$ cat config.mk
export PLATFORM = sky130hd
export DESIGN_NAME = iagc_regs
export DESIGN_NICKNAME = d
export VERILOG_FILES = /design/src/logic/iagc_pkg.sv /design/src/logic/iagc_regs.sv /design/src/logic/iagc_ramp.sv
export VERILOG_INCLUDE_DIRS = /design/src /design/src/logic
export SDC_FILE = /design/constraint.sdc
export NUM_CORES = 1
export LEC_CHECK = 0
export CAP_MARGIN = 30
export CORE_MARGIN = 1
export CORE_UTILIZATION = 55
export CTS_BUF_LIST = sky130_fd_sc_hd__clkbuf_4
export DETAILED_ROUTE_END_ITERATION = 8
export DONT_BUFFER_PORTS = 1
export PLACE_DENSITY = 0.78
export SYNTH_ARGS = -nofsm -noshare
export SYNTH_HDL_FRONTEND = slang
export SYNTH_SLANG_ARGS = --single-unit
$ cat constraint.sdc
create_clock -name clk_sys -period 5.3 [get_ports clk_sys]
set_input_delay 0.265 -clock clk_sys [delete_from_list [all_inputs] [get_ports clk_sys]]
set_output_delay 0.265 -clock clk_sys [all_outputs]
set_load 0.02 [all_outputs]
$ cat src/logic/iagc_consts.svh
// Summary of operation
// - Gain code bits 5..0 map 0 to -12 dB, 0.75 dB steps, 63 to +35.25 dB.
// - Control bit 7 clear gives line input, amp off; set gives mic, amp on with ramp.
// - Control bit 6 mutes the amp, resets set; while muted gain code is ignored.
// - Channel two control at 0x0025, channel three at 0x0026, reset 0x40, read-write.
// - Slew register bits 5..4 pick ramp time: 21.5 ms, 42.5 ms or 85 ms.
// - Slew register bits 3..0 disable ramping per channel; rate then ignored.
// - Boost register 0x0028 bits 3..0 add 10 dB per channel, range -2 to +45.25 dB.
// - Slew register at 0x0027 resets to zero: all channels ramp at fastest rate.
// - Channel zero and one control at 0x0023 and 0x0024, same layout and reset.
`ifndef IAGC_CONSTS_SVH
`define IAGC_CONSTS_SVH

// ****************************************
// Register offsets
// ****************************************
`define IAGC_CTRL_CH0_ADDR   16'h0023
`define IAGC_CTRL_CH1_ADDR   16'h0024
`define IAGC_CTRL_CH2_ADDR   16'h0025
`define IAGC_CTRL_CH3_ADDR   16'h0026
`define IAGC_SLEW_ADDR       16'h0027
`define IAGC_BOOST_ADDR      16'h0028
`define IAGC_STATUS_ADDR     16'h00ff

// ****************************************
// Reset values and field positions
// ****************************************
`define IAGC_CTRL_RESET      8'h40
`define IAGC_SLEW_RESET      8'h00
`define IAGC_BOOST_RESET     8'h00
`define IAGC_MIC_BIT         7
`define IAGC_MUTE_BIT        6
`define IAGC_GAIN_MSB        5
`define IAGC_GAIN_LSB        0
`define IAGC_RATE_MSB        5
`define IAGC_RATE_LSB        4
`define IAGC_RATE_FAST       2'h0
`define IAGC_RATE_MID        2'h1
`define IAGC_GAIN_ZERO       6'h00
`define IAGC_NUM_CH          4

// ****************************************
// Timing
// ****************************************
`define IAGC_CLK_MHZ         20
`define IAGC_RAMP0_US        21500
`define IAGC_RAMP1_US        42500
`define IAGC_RAMP2_US        85000
`define IAGC_GAIN_STEPS      64

`endif

$ cat src/logic/iagc_pkg.sv
package iagc_pkg;

  // ****************************************
  // Ramp engine states
  // ****************************************
  typedef enum logic [1:0] {
    IAGC_RS_IDLE = 2'b01,
    IAGC_RS_RAMP = 2'b10
  } iagc_ramp_state_t;

endpackage

$ cat src/logic/iagc_regs.sv
`timescale 1ns/10ps
`include "iagc_consts.svh"

module iagc_regs #(
  parameter int STEP0_CYC = `IAGC_RAMP0_US * `IAGC_CLK_MHZ / `IAGC_GAIN_STEPS,
  parameter int STEP1_CYC = `IAGC_RAMP1_US * `IAGC_CLK_MHZ / `IAGC_GAIN_STEPS,
  parameter int STEP2_CYC = `IAGC_RAMP2_US * `IAGC_CLK_MHZ / `IAGC_GAIN_STEPS
) (
  // Clock and reset
  input  wire logic        clk_sys,
  input  wire logic        resetn,
  // Control port
  input  wire logic [15:0] reg_addr,
  input  wire logic        reg_wr_en,
  input  wire logic [7:0]  reg_wr_data,
  input  wire logic        reg_rd_en,
  output logic      [7:0]  reg_rd_data,
  output logic             reg_rd_valid,
  // Input mode select
  output logic             amp_mic_select_ch0,
  output logic             amp_mic_select_ch1,
  output logic             amp_mic_select_ch2,
  output logic             amp_mic_select_ch3,
  // Mute
  output logic             amp_mute_ch0,
  output logic             amp_mute_ch1,
  output logic             amp_mute_ch2,
  output logic             amp_mute_ch3,
  // Applied gain codes
  output logic      [5:0]  amp_gain_code_ch0,
  output logic      [5:0]  amp_gain_code_ch1,
  output logic      [5:0]  amp_gain_code_ch2,
  output logic      [5:0]  amp_gain_code_ch3,
  // Boost
  output logic             extra_gain_ch0,
  output logic             extra_gain_ch1,
  output logic             extra_gain_ch2,
  output logic             extra_gain_ch3
);

  localparam int CNT_W = 16;
  localparam int NCH   = `IAGC_NUM_CH;

  // ****************************************
  // Register storage
  // ****************************************
  logic [7:0]       ctrl_r [NCH];
  logic [7:0]       ctrl_nxt [NCH];
  logic [7:0]       slew_r, slew_nxt;
  logic [7:0]       boost_r, boost_nxt;
  logic [7:0]       rd_data_r, rd_data_nxt;
  logic             rd_valid_r, rd_valid_nxt;
  logic [5:0]       gain_w [NCH];
  logic [NCH-1:0]   busy_w;
  logic [1:0]       rate_w;
  logic [CNT_W-1:0] step_sel;

  // Write decode for all writable registers
  always_comb begin
    for (int i = 0; i < NCH; i++) begin
      ctrl_nxt[i] = ctrl_r[i];
    end
    slew_nxt  = slew_r;
    boost_nxt = boost_r;
    if (reg_wr_en) begin
      unique case (reg_addr)
        `IAGC_CTRL_CH0_ADDR: ctrl_nxt[0] = reg_wr_data;
        `IAGC_CTRL_CH1_ADDR: ctrl_nxt[1] = reg_wr_data;
        `IAGC_CTRL_CH2_ADDR: ctrl_nxt[2] = reg_wr_data;
        `IAGC_CTRL_CH3_ADDR: ctrl_nxt[3] = reg_wr_data;
        `IAGC_SLEW_ADDR:     slew_nxt    = reg_wr_data;
        `IAGC_BOOST_ADDR:    boost_nxt   = reg_wr_data;
        default: begin
          slew_nxt = slew_r;                                         // Unmapped write ignored
        end
      endcase
    end
  end

  // Register file flops
  always_ff @(posedge clk_sys or negedge resetn) begin
    if (!resetn) begin
      for (int i = 0; i < NCH; i++) begin
        ctrl_r[i] <= `IAGC_CTRL_RESET;
      end
      slew_r  <= `IAGC_SLEW_RESET;
      boost_r <= `IAGC_BOOST_RESET;
    end else begin
      for (int i = 0; i < NCH; i++) begin
        ctrl_r[i] <= ctrl_nxt[i];
      end
      slew_r  <= slew_nxt;
      boost_r <= boost_nxt;
    end
  end

  // ****************************************
  // Read path
  // ****************************************

  // Read mux; unmapped offsets return zero
  always_comb begin
    rd_valid_nxt = reg_rd_en;
    rd_data_nxt  = rd_data_r;
    if (reg_rd_en) begin
      unique case (reg_addr)
        `IAGC_CTRL_CH0_ADDR: rd_data_nxt = ctrl_r[0];
        `IAGC_CTRL_CH1_ADDR: rd_data_nxt = ctrl_r[1];
        `IAGC_CTRL_CH2_ADDR: rd_data_nxt = ctrl_r[2];
        `IAGC_CTRL_CH3_ADDR: rd_data_nxt = ctrl_r[3];
        `IAGC_SLEW_ADDR:     rd_data_nxt = slew_r;
        `IAGC_BOOST_ADDR:    rd_data_nxt = boost_r;
        `IAGC_STATUS_ADDR:   rd_data_nxt = {4'h0, busy_w};           // Ramp in progress
        default:             rd_data_nxt = 8'h00;
      endcase
    end
  end

  // Read data flops
  always_ff @(posedge clk_sys or negedge resetn) begin
    if (!resetn) begin
      rd_data_r  <= 8'h00;
      rd_valid_r <= 1'b0;
    end else begin
      rd_data_r  <= rd_data_nxt;
      rd_valid_r <= rd_valid_nxt;
    end
  end

  assign reg_rd_data  = rd_data_r;
  assign reg_rd_valid = rd_valid_r;

  // ****************************************
  // Gain ramping
  // ****************************************

  // Step interval from rate field; reserved code 11 runs at slowest rate
  assign rate_w = slew_r[`IAGC_RATE_MSB:`IAGC_RATE_LSB];

  always_comb begin
    if (rate_w == `IAGC_RATE_FAST) begin
      step_sel = CNT_W'(STEP0_CYC);
    end else if (rate_w == `IAGC_RATE_MID) begin
      step_sel = CNT_W'(STEP1_CYC);
    end else begin
      step_sel = CNT_W'(STEP2_CYC);
    end
  end

  // One ramp engine per channel
  generate
    for (genvar ch = 0; ch < NCH; ch++) begin : g_ramp
      iagc_ramp #(
        .CNT_W    (CNT_W)
      ) u_ramp (
        .clk_sys  (clk_sys),
        .resetn   (resetn),
        .power_on (ctrl_r[ch][`IAGC_MIC_BIT]),
        .mute     (ctrl_r[ch][`IAGC_MUTE_BIT]),
        .ramp_off (slew_r[ch]),
        .target   (ctrl_r[ch][`IAGC_GAIN_MSB:`IAGC_GAIN_LSB]),
        .step_cyc (step_sel),
        .gain_out (gain_w[ch]),
        .busy     (busy_w[ch])
      );
    end
  endgenerate

  // ****************************************
  // Analog control outputs
  // ****************************************

  // Mode select, all from control flops
  assign amp_mic_select_ch0 = ctrl_r[0][`IAGC_MIC_BIT];
  assign amp_mic_select_ch1 = ctrl_r[1][`IAGC_MIC_BIT];
  assign amp_mic_select_ch2 = ctrl_r[2][`IAGC_MIC_BIT];
  assign amp_mic_select_ch3 = ctrl_r[3][`IAGC_MIC_BIT];

  // Mute flags
  assign amp_mute_ch0 = ctrl_r[0][`IAGC_MUTE_BIT];
  assign amp_mute_ch1 = ctrl_r[1][`IAGC_MUTE_BIT];
  assign amp_mute_ch2 = ctrl_r[2][`IAGC_MUTE_BIT];
  assign amp_mute_ch3 = ctrl_r[3][`IAGC_MUTE_BIT];

  // Applied gain from ramp engine level flops
  assign amp_gain_code_ch0 = gain_w[0];
  assign amp_gain_code_ch1 = gain_w[1];
  assign amp_gain_code_ch2 = gain_w[2];
  assign amp_gain_code_ch3 = gain_w[3];

  // Boost adds 10 dB at once, no ramp
  assign extra_gain_ch0 = boost_r[0];
  assign extra_gain_ch1 = boost_r[1];
  assign extra_gain_ch2 = boost_r[2];
  assign extra_gain_ch3 = boost_r[3];

endmodule

$ cat src/logic/iagc_ramp.sv
`timescale 1ns/10ps
`include "iagc_consts.svh"

module iagc_ramp #(
  parameter int CNT_W = 16
) (
  // Clock and reset
  input  wire logic             clk_sys,
  input  wire logic             resetn,
  // Channel controls
  input  wire logic             power_on,
  input  wire logic             mute,
  input  wire logic             ramp_off,
  input  wire logic [5:0]       target,
  input  wire logic [CNT_W-1:0] step_cyc,
  // Applied gain
  output logic      [5:0]       gain_out,
  output logic                  busy
);

  iagc_pkg::iagc_ramp_state_t state_r, state_nxt;
  logic [CNT_W-1:0]           cnt_r, cnt_nxt;
  logic [5:0]                 level_r, level_nxt;

  // Next gain level and step timer
  always_comb begin
    state_nxt = state_r;
    cnt_nxt   = cnt_r;
    level_nxt = level_r;
    if (!power_on) begin
      state_nxt = iagc_pkg::IAGC_RS_IDLE;
      level_nxt = `IAGC_GAIN_ZERO;
      cnt_nxt   = '0;
    end else if (mute) begin
      state_nxt = state_r;
    end else if (ramp_off) begin
      state_nxt = iagc_pkg::IAGC_RS_IDLE;
      level_nxt = target;
    end else begin
      unique case (state_r)
        iagc_pkg::IAGC_RS_IDLE: begin
          if (level_r != target) begin
            state_nxt = iagc_pkg::IAGC_RS_RAMP;
            cnt_nxt   = step_cyc - 1'b1;
          end
        end
        iagc_pkg::IAGC_RS_RAMP: begin
          if (level_r == target) begin
            state_nxt = iagc_pkg::IAGC_RS_IDLE;
          end else if (cnt_r == '0) begin
            level_nxt = (level_r < target) ? level_r + 6'h01 : level_r - 6'h01;
            cnt_nxt   = step_cyc - 1'b1;
          end else begin
            cnt_nxt = cnt_r - 1'b1;
          end
        end
        default: begin
          state_nxt = iagc_pkg::IAGC_RS_IDLE;
        end
      endcase
    end
  end

  // State registers
  always_ff @(posedge clk_sys or negedge resetn) begin
    if (!resetn) begin
      state_r <= iagc_pkg::IAGC_RS_IDLE;
      cnt_r   <= '0;
      level_r <= `IAGC_GAIN_ZERO;
    end else begin
      state_r <= state_nxt;
      cnt_r   <= cnt_nxt;
      level_r <= level_nxt;
    end
  end

  // Outputs straight from state
  assign gain_out = level_r;
  assign busy     = (state_r == iagc_pkg::IAGC_RS_RAMP);

endmodule

==> metrics.csv, run 1 <==
metric,value,unit
Critical Path Slowest Stage Cell,a2111oi_0,
Crit path required time,5.78,ns
Area Overhead vs Synth,6.11,%
Pwr Density,201,mW/mm^2
Port Buffer Count,0,
TritonCTS Sinks,153,
Max-cap violations,0,
CP max stage delay,0.74,ns
vias per inst,6.47,
Cell Rows,47,
grt ovf,0,
total CTS buffers,17,
WL per Instance,18.8,um
vias in the first global route,7960,
met1 wire length,10.5,mm
# DRC,0,
via count,8350,
Netlist cell types,70,
Critical Path Sink Type,register,
CP Data Arrival Time,3.68,ns
synthesized cell area,0.00958,sq mm
Placement Setup Slack,2.15,ns
commonest register cell after synthesis,dfrtp_1,
antenna violations before repair,3,
max-slew violations,0,
1st-pass router iterations,5,
Final Setup Violations,0,
largest buffer count on any clock path,2,
Initial Util,0.570,
crit path buf inv count,1,
post-route clock period utilization,0.603,
final setup TNS,0,ns
Top Metal Used,met4,
Max Freq,0.313,GHz
CP startpoint kind,register,
Max rail drop VDD,0.134,mV
root buffer cell,clkbuf_4,
Overall Global Routing Usage,0.282,
Period minus WS final,3.20,ns
routability congestion estimate,0.909,
# H-tree levels,4,
DP Wirelength,17.1,mm
Slew Limit Headroom,0.358,
Resized cells post-CTS,0,
Skew-Pair Late Insertion Delay,0.58,ns
CTS tree,built,
CP dominant cell by count,o21ai_0,
synthesized flop and latch total,153,
core box area,0.0168,sq mm
synthesized area per cell,9.01,sq um
global-route wire length before repair,40.2,mm
cells after synthesis,1063,
io pins,73,
setup ws final,2.10,ns
met2 WL,11.1,mm
Die Width,134,um
Post-synth EDFFs,0,
outcome,finished clean,
Slew @ Worst Pin,0.960,ns
Worst-path clk slew,0.14,ns
Final Hold Fails,0,
metal3 WL,1.99,mm
syn_nets,1147,
Detailed Route WL,24.3,mm
largest net degree at the start of global routing,154,
Pleak,4.37,nW
Crit Path Max Fanout,15,
fin nets,1138,
PnR Total Power,2.04,mW
Yosys warnings,0,
share of layout cells above drive strength 1,0.0975,
hold crit path type,primary input to register,
Die ar.,0.0179,sq mm
share of synthesized registers carrying an async set or reset,1.00,
DRT iter0 DRCs,792,
Worst path top cell family by delay,compound AO/OA/AOI/OAI gates,
clk_skew,0.0217,ns
crit-path cells,"inv_1, ha_1, and2_1, a2111oi_0, nand4_1, a21oi_1, o21ai_0, o21ai_0",
RSZ-0062 raised after global routing,false,
sequential fraction of the synthesis area,0.401,
crit path kind,register to register,
Final ANT Viol Nets,0,
die height,134,um
==> report_power, final <==
group          switching (mW)  leakage [nW]  internal, mW
clock network           0.468         0.159         0.336
registers             0.00801          2.10          1.17
logic                  0.0438          2.10        0.0158
==> routing by layer <==
metal  vias to the layer above  global-route usage
met5                         -                   0
met2                       341               0.438
met4                         0               0.102
met3                        52              0.0824
met1                      4044               0.375
li1                       3913                   -
==> repair_timing <==
| action | CTS | global route |
|---|---|---|
| hold endpoints to repair | 210 | 1 |
| buffers inserted | 0 | 0 |
| hold buffers | 11 | 1 |
==> registers in the layout, indices dropped and copies added, names as in the netlist, 8 cells and up <==
| register | flops |
|---|---|
| reg_rd_data | 8 |
| g_ramp.u_ramp.gain_out | 24 |
| g_ramp.u_ramp.state_r | 8 |
| ctrl_r | 24 |
| slew_r | 8 |
| g_ramp.u_ramp.cnt_r | 64 |
| boost_r | 8 |
==> per-stage QoR <==
step / util / cell area (sq um) / hold WS, ns / instances
after floorplan: - / 9580 / -0.0306 / 1063
after global placement: 0.577 / 9700 / -0.0264 / 1243
after detailed placement: 0.577 / 9700 / -0.0260 / 1243
after CTS: 0.603 / 10100 / 0.00626 / 1286
after global routing: 0.604 / 10200 / 0.0585 / 1290
final: 0.604 / 10200 / 0.116 / 1290
==> cell type report <==
type	instances	area, sq um
Antenna cell	3	7.51
Clock buffer	17	128
Multi-Input combinational cell	809	5350
Sequential cell	153	3840
Clock inverter	15	189
Inverter	59	221
Timing Repair Buffer	14	153
Fill cell	1453	6650
Tap cell	220	275
==> final timing paths <==
path,from,endpoint,slack (ns),cells past startpoint
worst max-delay path,g_ramp[1].u_ramp.gain_out[0]$_DFFE_PN0P_,g_ramp[1].u_ramp.cnt_r[14]$_DFFE_PN0P_,2.10,8
worst min-delay path,reg_addr[2],reg_rd_data[1]$_DFFE_PN0P_,0.12,3
worst max register to register,g_ramp[1].u_ramp.gain_out[0]$_DFFE_PN0P_,g_ramp[1].u_ramp.cnt_r[14]$_DFFE_PN0P_,2.10,8
worst min register to register,g_ramp[3].u_ramp.cnt_r[15]$_DFFE_PN0P_,g_ramp[3].u_ramp.cnt_r[15]$_DFFE_PN0P_,0.49,1
max in group asynchronous,resetn,g_ramp[0].u_ramp.cnt_r[9]$_DFFE_PN0P_,4.36,2
min in group asynchronous,resetn,g_ramp[0].u_ramp.gain_out[3]$_DFFE_PN0P_,0.41,2
==> synth_stat cells, drive strengths merged (4+ instances only) <==
cell | number | area [sq um]
nand3b | 5 | 37.5
mux2 | 53 | 627
a31oi | 23 | 144
ha | 52 | 651
o22ai | 13 | 81.3
o21ai | 139 | 696
or3 | 10 | 63.8
a21o | 12 | 90.1
dfstp | 8 | 210
a21oi | 78 | 390
and4 | 4 | 35.0
a22oi | 25 | 188
and3 | 4 | 26.3
nor3b | 7 | 57.6
a21boi | 4 | 30.0
fa | 4 | 80.1
nand3 | 33 | 165
a22o | 14 | 123
nor4 | 16 | 113
xnor2 | 14 | 123
a221oi | 4 | 35.0
dfrtp | 145 | 3630
nor2 | 76 | 285
nand2b | 11 | 68.8
o31ai | 10 | 75.1
nor2b | 14 | 87.6
and2 | 11 | 68.8
nand2 | 78 | 293
inv | 59 | 221
nor4b | 5 | 58.8
clkbuf | 39 | 146
o21a | 7 | 52.6
nor3 | 32 | 165
xor2 | 5 | 43.8
o211ai | 4 | 30.0
nand4 | 9 | 56.3
==> kinds of logic after synthesis <==
kind of cell | after synthesis | synth area share
compound gates | 359 | 0.227
simple gates | 320 | 0.170
flops | 153 | 0.401
buf+inv | 101 | 0.0405
fa+ha+maj | 56 | 0.0763
mux | 54 | 0.0665
xor+xnor | 20 | 0.0197
==> tightest hold or removal path, stage by stage <==
cell and delay [ns]:
nor3_2 0.09, a21oi_1 0.20, a31oi_1 0.10
==> cell usage in the layout, fill, tap and decap left out, types with 5 or more instances in the layout <==
cell	n
a21o_1	12
clkbuf_4	17
and2_1	11
nand2b_1	11
nor2_1	76
mux2_4	8
a22o_1	14
nor2b_1	14
nand3_1	33
or3_1	9
o21a_1	7
inv_1	59
nand4_1	9
nor3b_1	6
xnor2_1	14
a31oi_1	23
o22ai_1	13
dfstp_2	8
nand3b_1	5
o31ai_1	10
a21oi_1	78
mux2_2	44
dfrtp_1	145
ha_1	52
dlygate4sd3_1	11
xor2_1	5
nor4_1	14
nor3_1	31
o21ai_0	139
a22oi_1	25
nand2_1	78
Power figures use the tool's default switching activity.
==> inputs of run 2 (changes only) <==
clock period = 3.2 ns   (was 5.3 ns; I/O delays follow)
==> run 2 against run 1 <==
- the flow now finishes with violations (hold timing)
- non-clock buffer count rose by 29
- die area did not move
- sequential power up 65%
- via count increased by 0.79%
- sequential share of layout area down 0.76 points
- first-iteration DRC count fell by 14%
- design area is 2.0% higher
==> metrics.csv, run 2 (same netlist as run 1, synthesis figures left out) <==
metric,value,unit
CP Data Arrival Time,3.53,ns
vias in the first global route,7910,
total CTS buffers,17,
Final Setup Violations,0,
Crit path required time,3.70,ns
crit-path cells,"inv_1, ha_1, and4_1, a221o_1, ha_1, a21oi_1, nand2_1, a21o_1, a21oi_1, xnor3_1, a32o_1",
via count,8416,
hold crit path type,primary input to asynchronous set/reset pin,
grt ovf,0,
outcome,"finished, violations left",
largest buffer count on any clock path,2,
DRT iter0 DRCs,678,
share of layout cells above drive strength 1,0.123,
Skew-Pair Late Insertion Delay,0.60,ns
"commonest non-fill, non-tap cell in the layout",dfrtp_1,
global-route wire length before repair,40.2,mm
largest net degree at the start of global routing,154,
CTS tree,built,
Slew @ Worst Pin,0.869,ns
root buffer cell,clkbuf_4,
Port Buffer Count,0,
Final ANT Viol Nets,0,
WL per Instance,18.6,um
io pins,73,
DP Wirelength,17.4,mm
CP startpoint kind,register,
Die Width,134,um
Placement Setup Slack,0.201,ns
core utilization of the finished layout,0.617,
most frequent cells in the layout,"145 x dfrtp_1, 139 x o21ai_0, 78 x a21oi_1, 78 x nand2_1, 76 x nor2_1",
Biggest register,g_ramp.u_ramp.cnt_r,
1st-pass router iterations,5,
hold_buf cts,10,
Worst-path clk slew,0.15,ns
clk_skew,0.0260,ns
crit path kind,register to register,
post-route clock period utilization,0.947,
CP max stage delay,0.43,ns
Critical Path Sink Type,register,
failing checks,hold timing,
postcts setup bufs,0,
Max Freq,0.330,GHz
setup ws final,0.169,ns
routability congestion estimate,0.923,
RSZ-0062 raised after global routing,false,
Detailed Route WL,24.6,mm
Max-cap violations,0,
# H-tree levels,4,
core box area,0.0168,sq mm
die height,134,um
TritonCTS Sinks,153,
Die ar.,0.0179,sq mm
max FFs per register,64,
Period minus WS final,3.03,ns
max-slew violations,0,
Slew Limit Headroom,0.419,
Final Hold Fails,153,
Max rail drop VDD,0.327,mV
Initial Util,0.570,
vias per inst,6.39,
Cell Rows,47,
Overall Global Routing Usage,0.285,
final setup TNS,0,ns
Pwr Density,328,mW/mm^2
Pleak,4.52,nW
Crit Path Max Fanout,7,
Resized cells post-CTS,0,
Critical Path Slowest Stage Cell,a221o_1,
fin nets,1167,
antenna violations before repair,2,
# DRC,0,
Area Overhead vs Synth,8.28,%
Hold WS,-0.761,ns
## run 2: routing by layer
layer,vias to the layer above,part of all wire,GRT usage
met5,-,0,0
met4,0,0.024,0.102
li1,3968,-,-
met3,48,0.075,0.0775
met1,4113,0.43,0.378
met2,287,0.47,0.447
## run 2: path summary, 6_finish.rpt
| path | from | endpoint | slack, ns | cells past startpoint |
|---|---|---|---|---|
| min in group clk_sys | reg_addr[1] | reg_rd_data[2]$_DFFE_PN0P_ | 0.03 | 3 |
| max in group asynchronous | resetn | g_ramp[0].u_ramp.state_r[0]$_DFFE_PN1P_ | 3.62 | 0 |
| worst min register to register | g_ramp[1].u_ramp.cnt_r[15]$_DFFE_PN0P_ | g_ramp[1].u_ramp.cnt_r[15]$_DFFE_PN0P_ | 0.49 | 1 |
| worst min-delay path | resetn | g_ramp[3].u_ramp.cnt_r[9]$_DFFE_PN0P_ | -0.76 | 0 |
| worst max register to register | ctrl_r[28]$_DFFE_PN0P_ | g_ramp[0].u_ramp.gain_out[5]$_DFFE_PN0P_ | 0.17 | 11 |
| worst max-delay path | ctrl_r[28]$_DFFE_PN0P_ | g_ramp[0].u_ramp.gain_out[5]$_DFFE_PN0P_ | 0.17 | 11 |
## run 2: power breakdown
| group | switching, mW | total (mW) | internal (mW) |
|---|---|---|---|
| registers | 0.0130 | 1.95 | 1.94 |
| clock network | 0.813 | 1.39 | 0.575 |
| logic | 0.0386 | 0.0614 | 0.0228 |
| total | 0.864 | 3.40 | 2.54 |
## run 2: worst max-delay path: cells and delay by family, from the launching register on
kind	cells	cell delay, ns
xor+xnor	1	0.23
simple gates	2	0.37
compound gates	5	1.19
flops	1	0.42
buf+inv	1	0.07
fa+ha+maj	2	0.65
## run 2: layout make-up
class	instances	area (sq um)
timing repair buffer	43	348
clock buffer	17	128
sequential	153	3840
multi-input combinational	809	5350
antenna	2	5.00
inverter	59	221
clock inverter	15	204
tap	220	275
fill	1445	6450
## run 2: through the flow
step	area (sq um)	power, mW	cells
3_5_place_dp	9940	2.02	1274
5_1_grt	10400	3.49	1318
2_1_floorplan	9580	2.01	1063
6_report	10400	3.40	1318
4_1_cts	10400	3.42	1316
3_3_place_gp	9940	2.02	1274
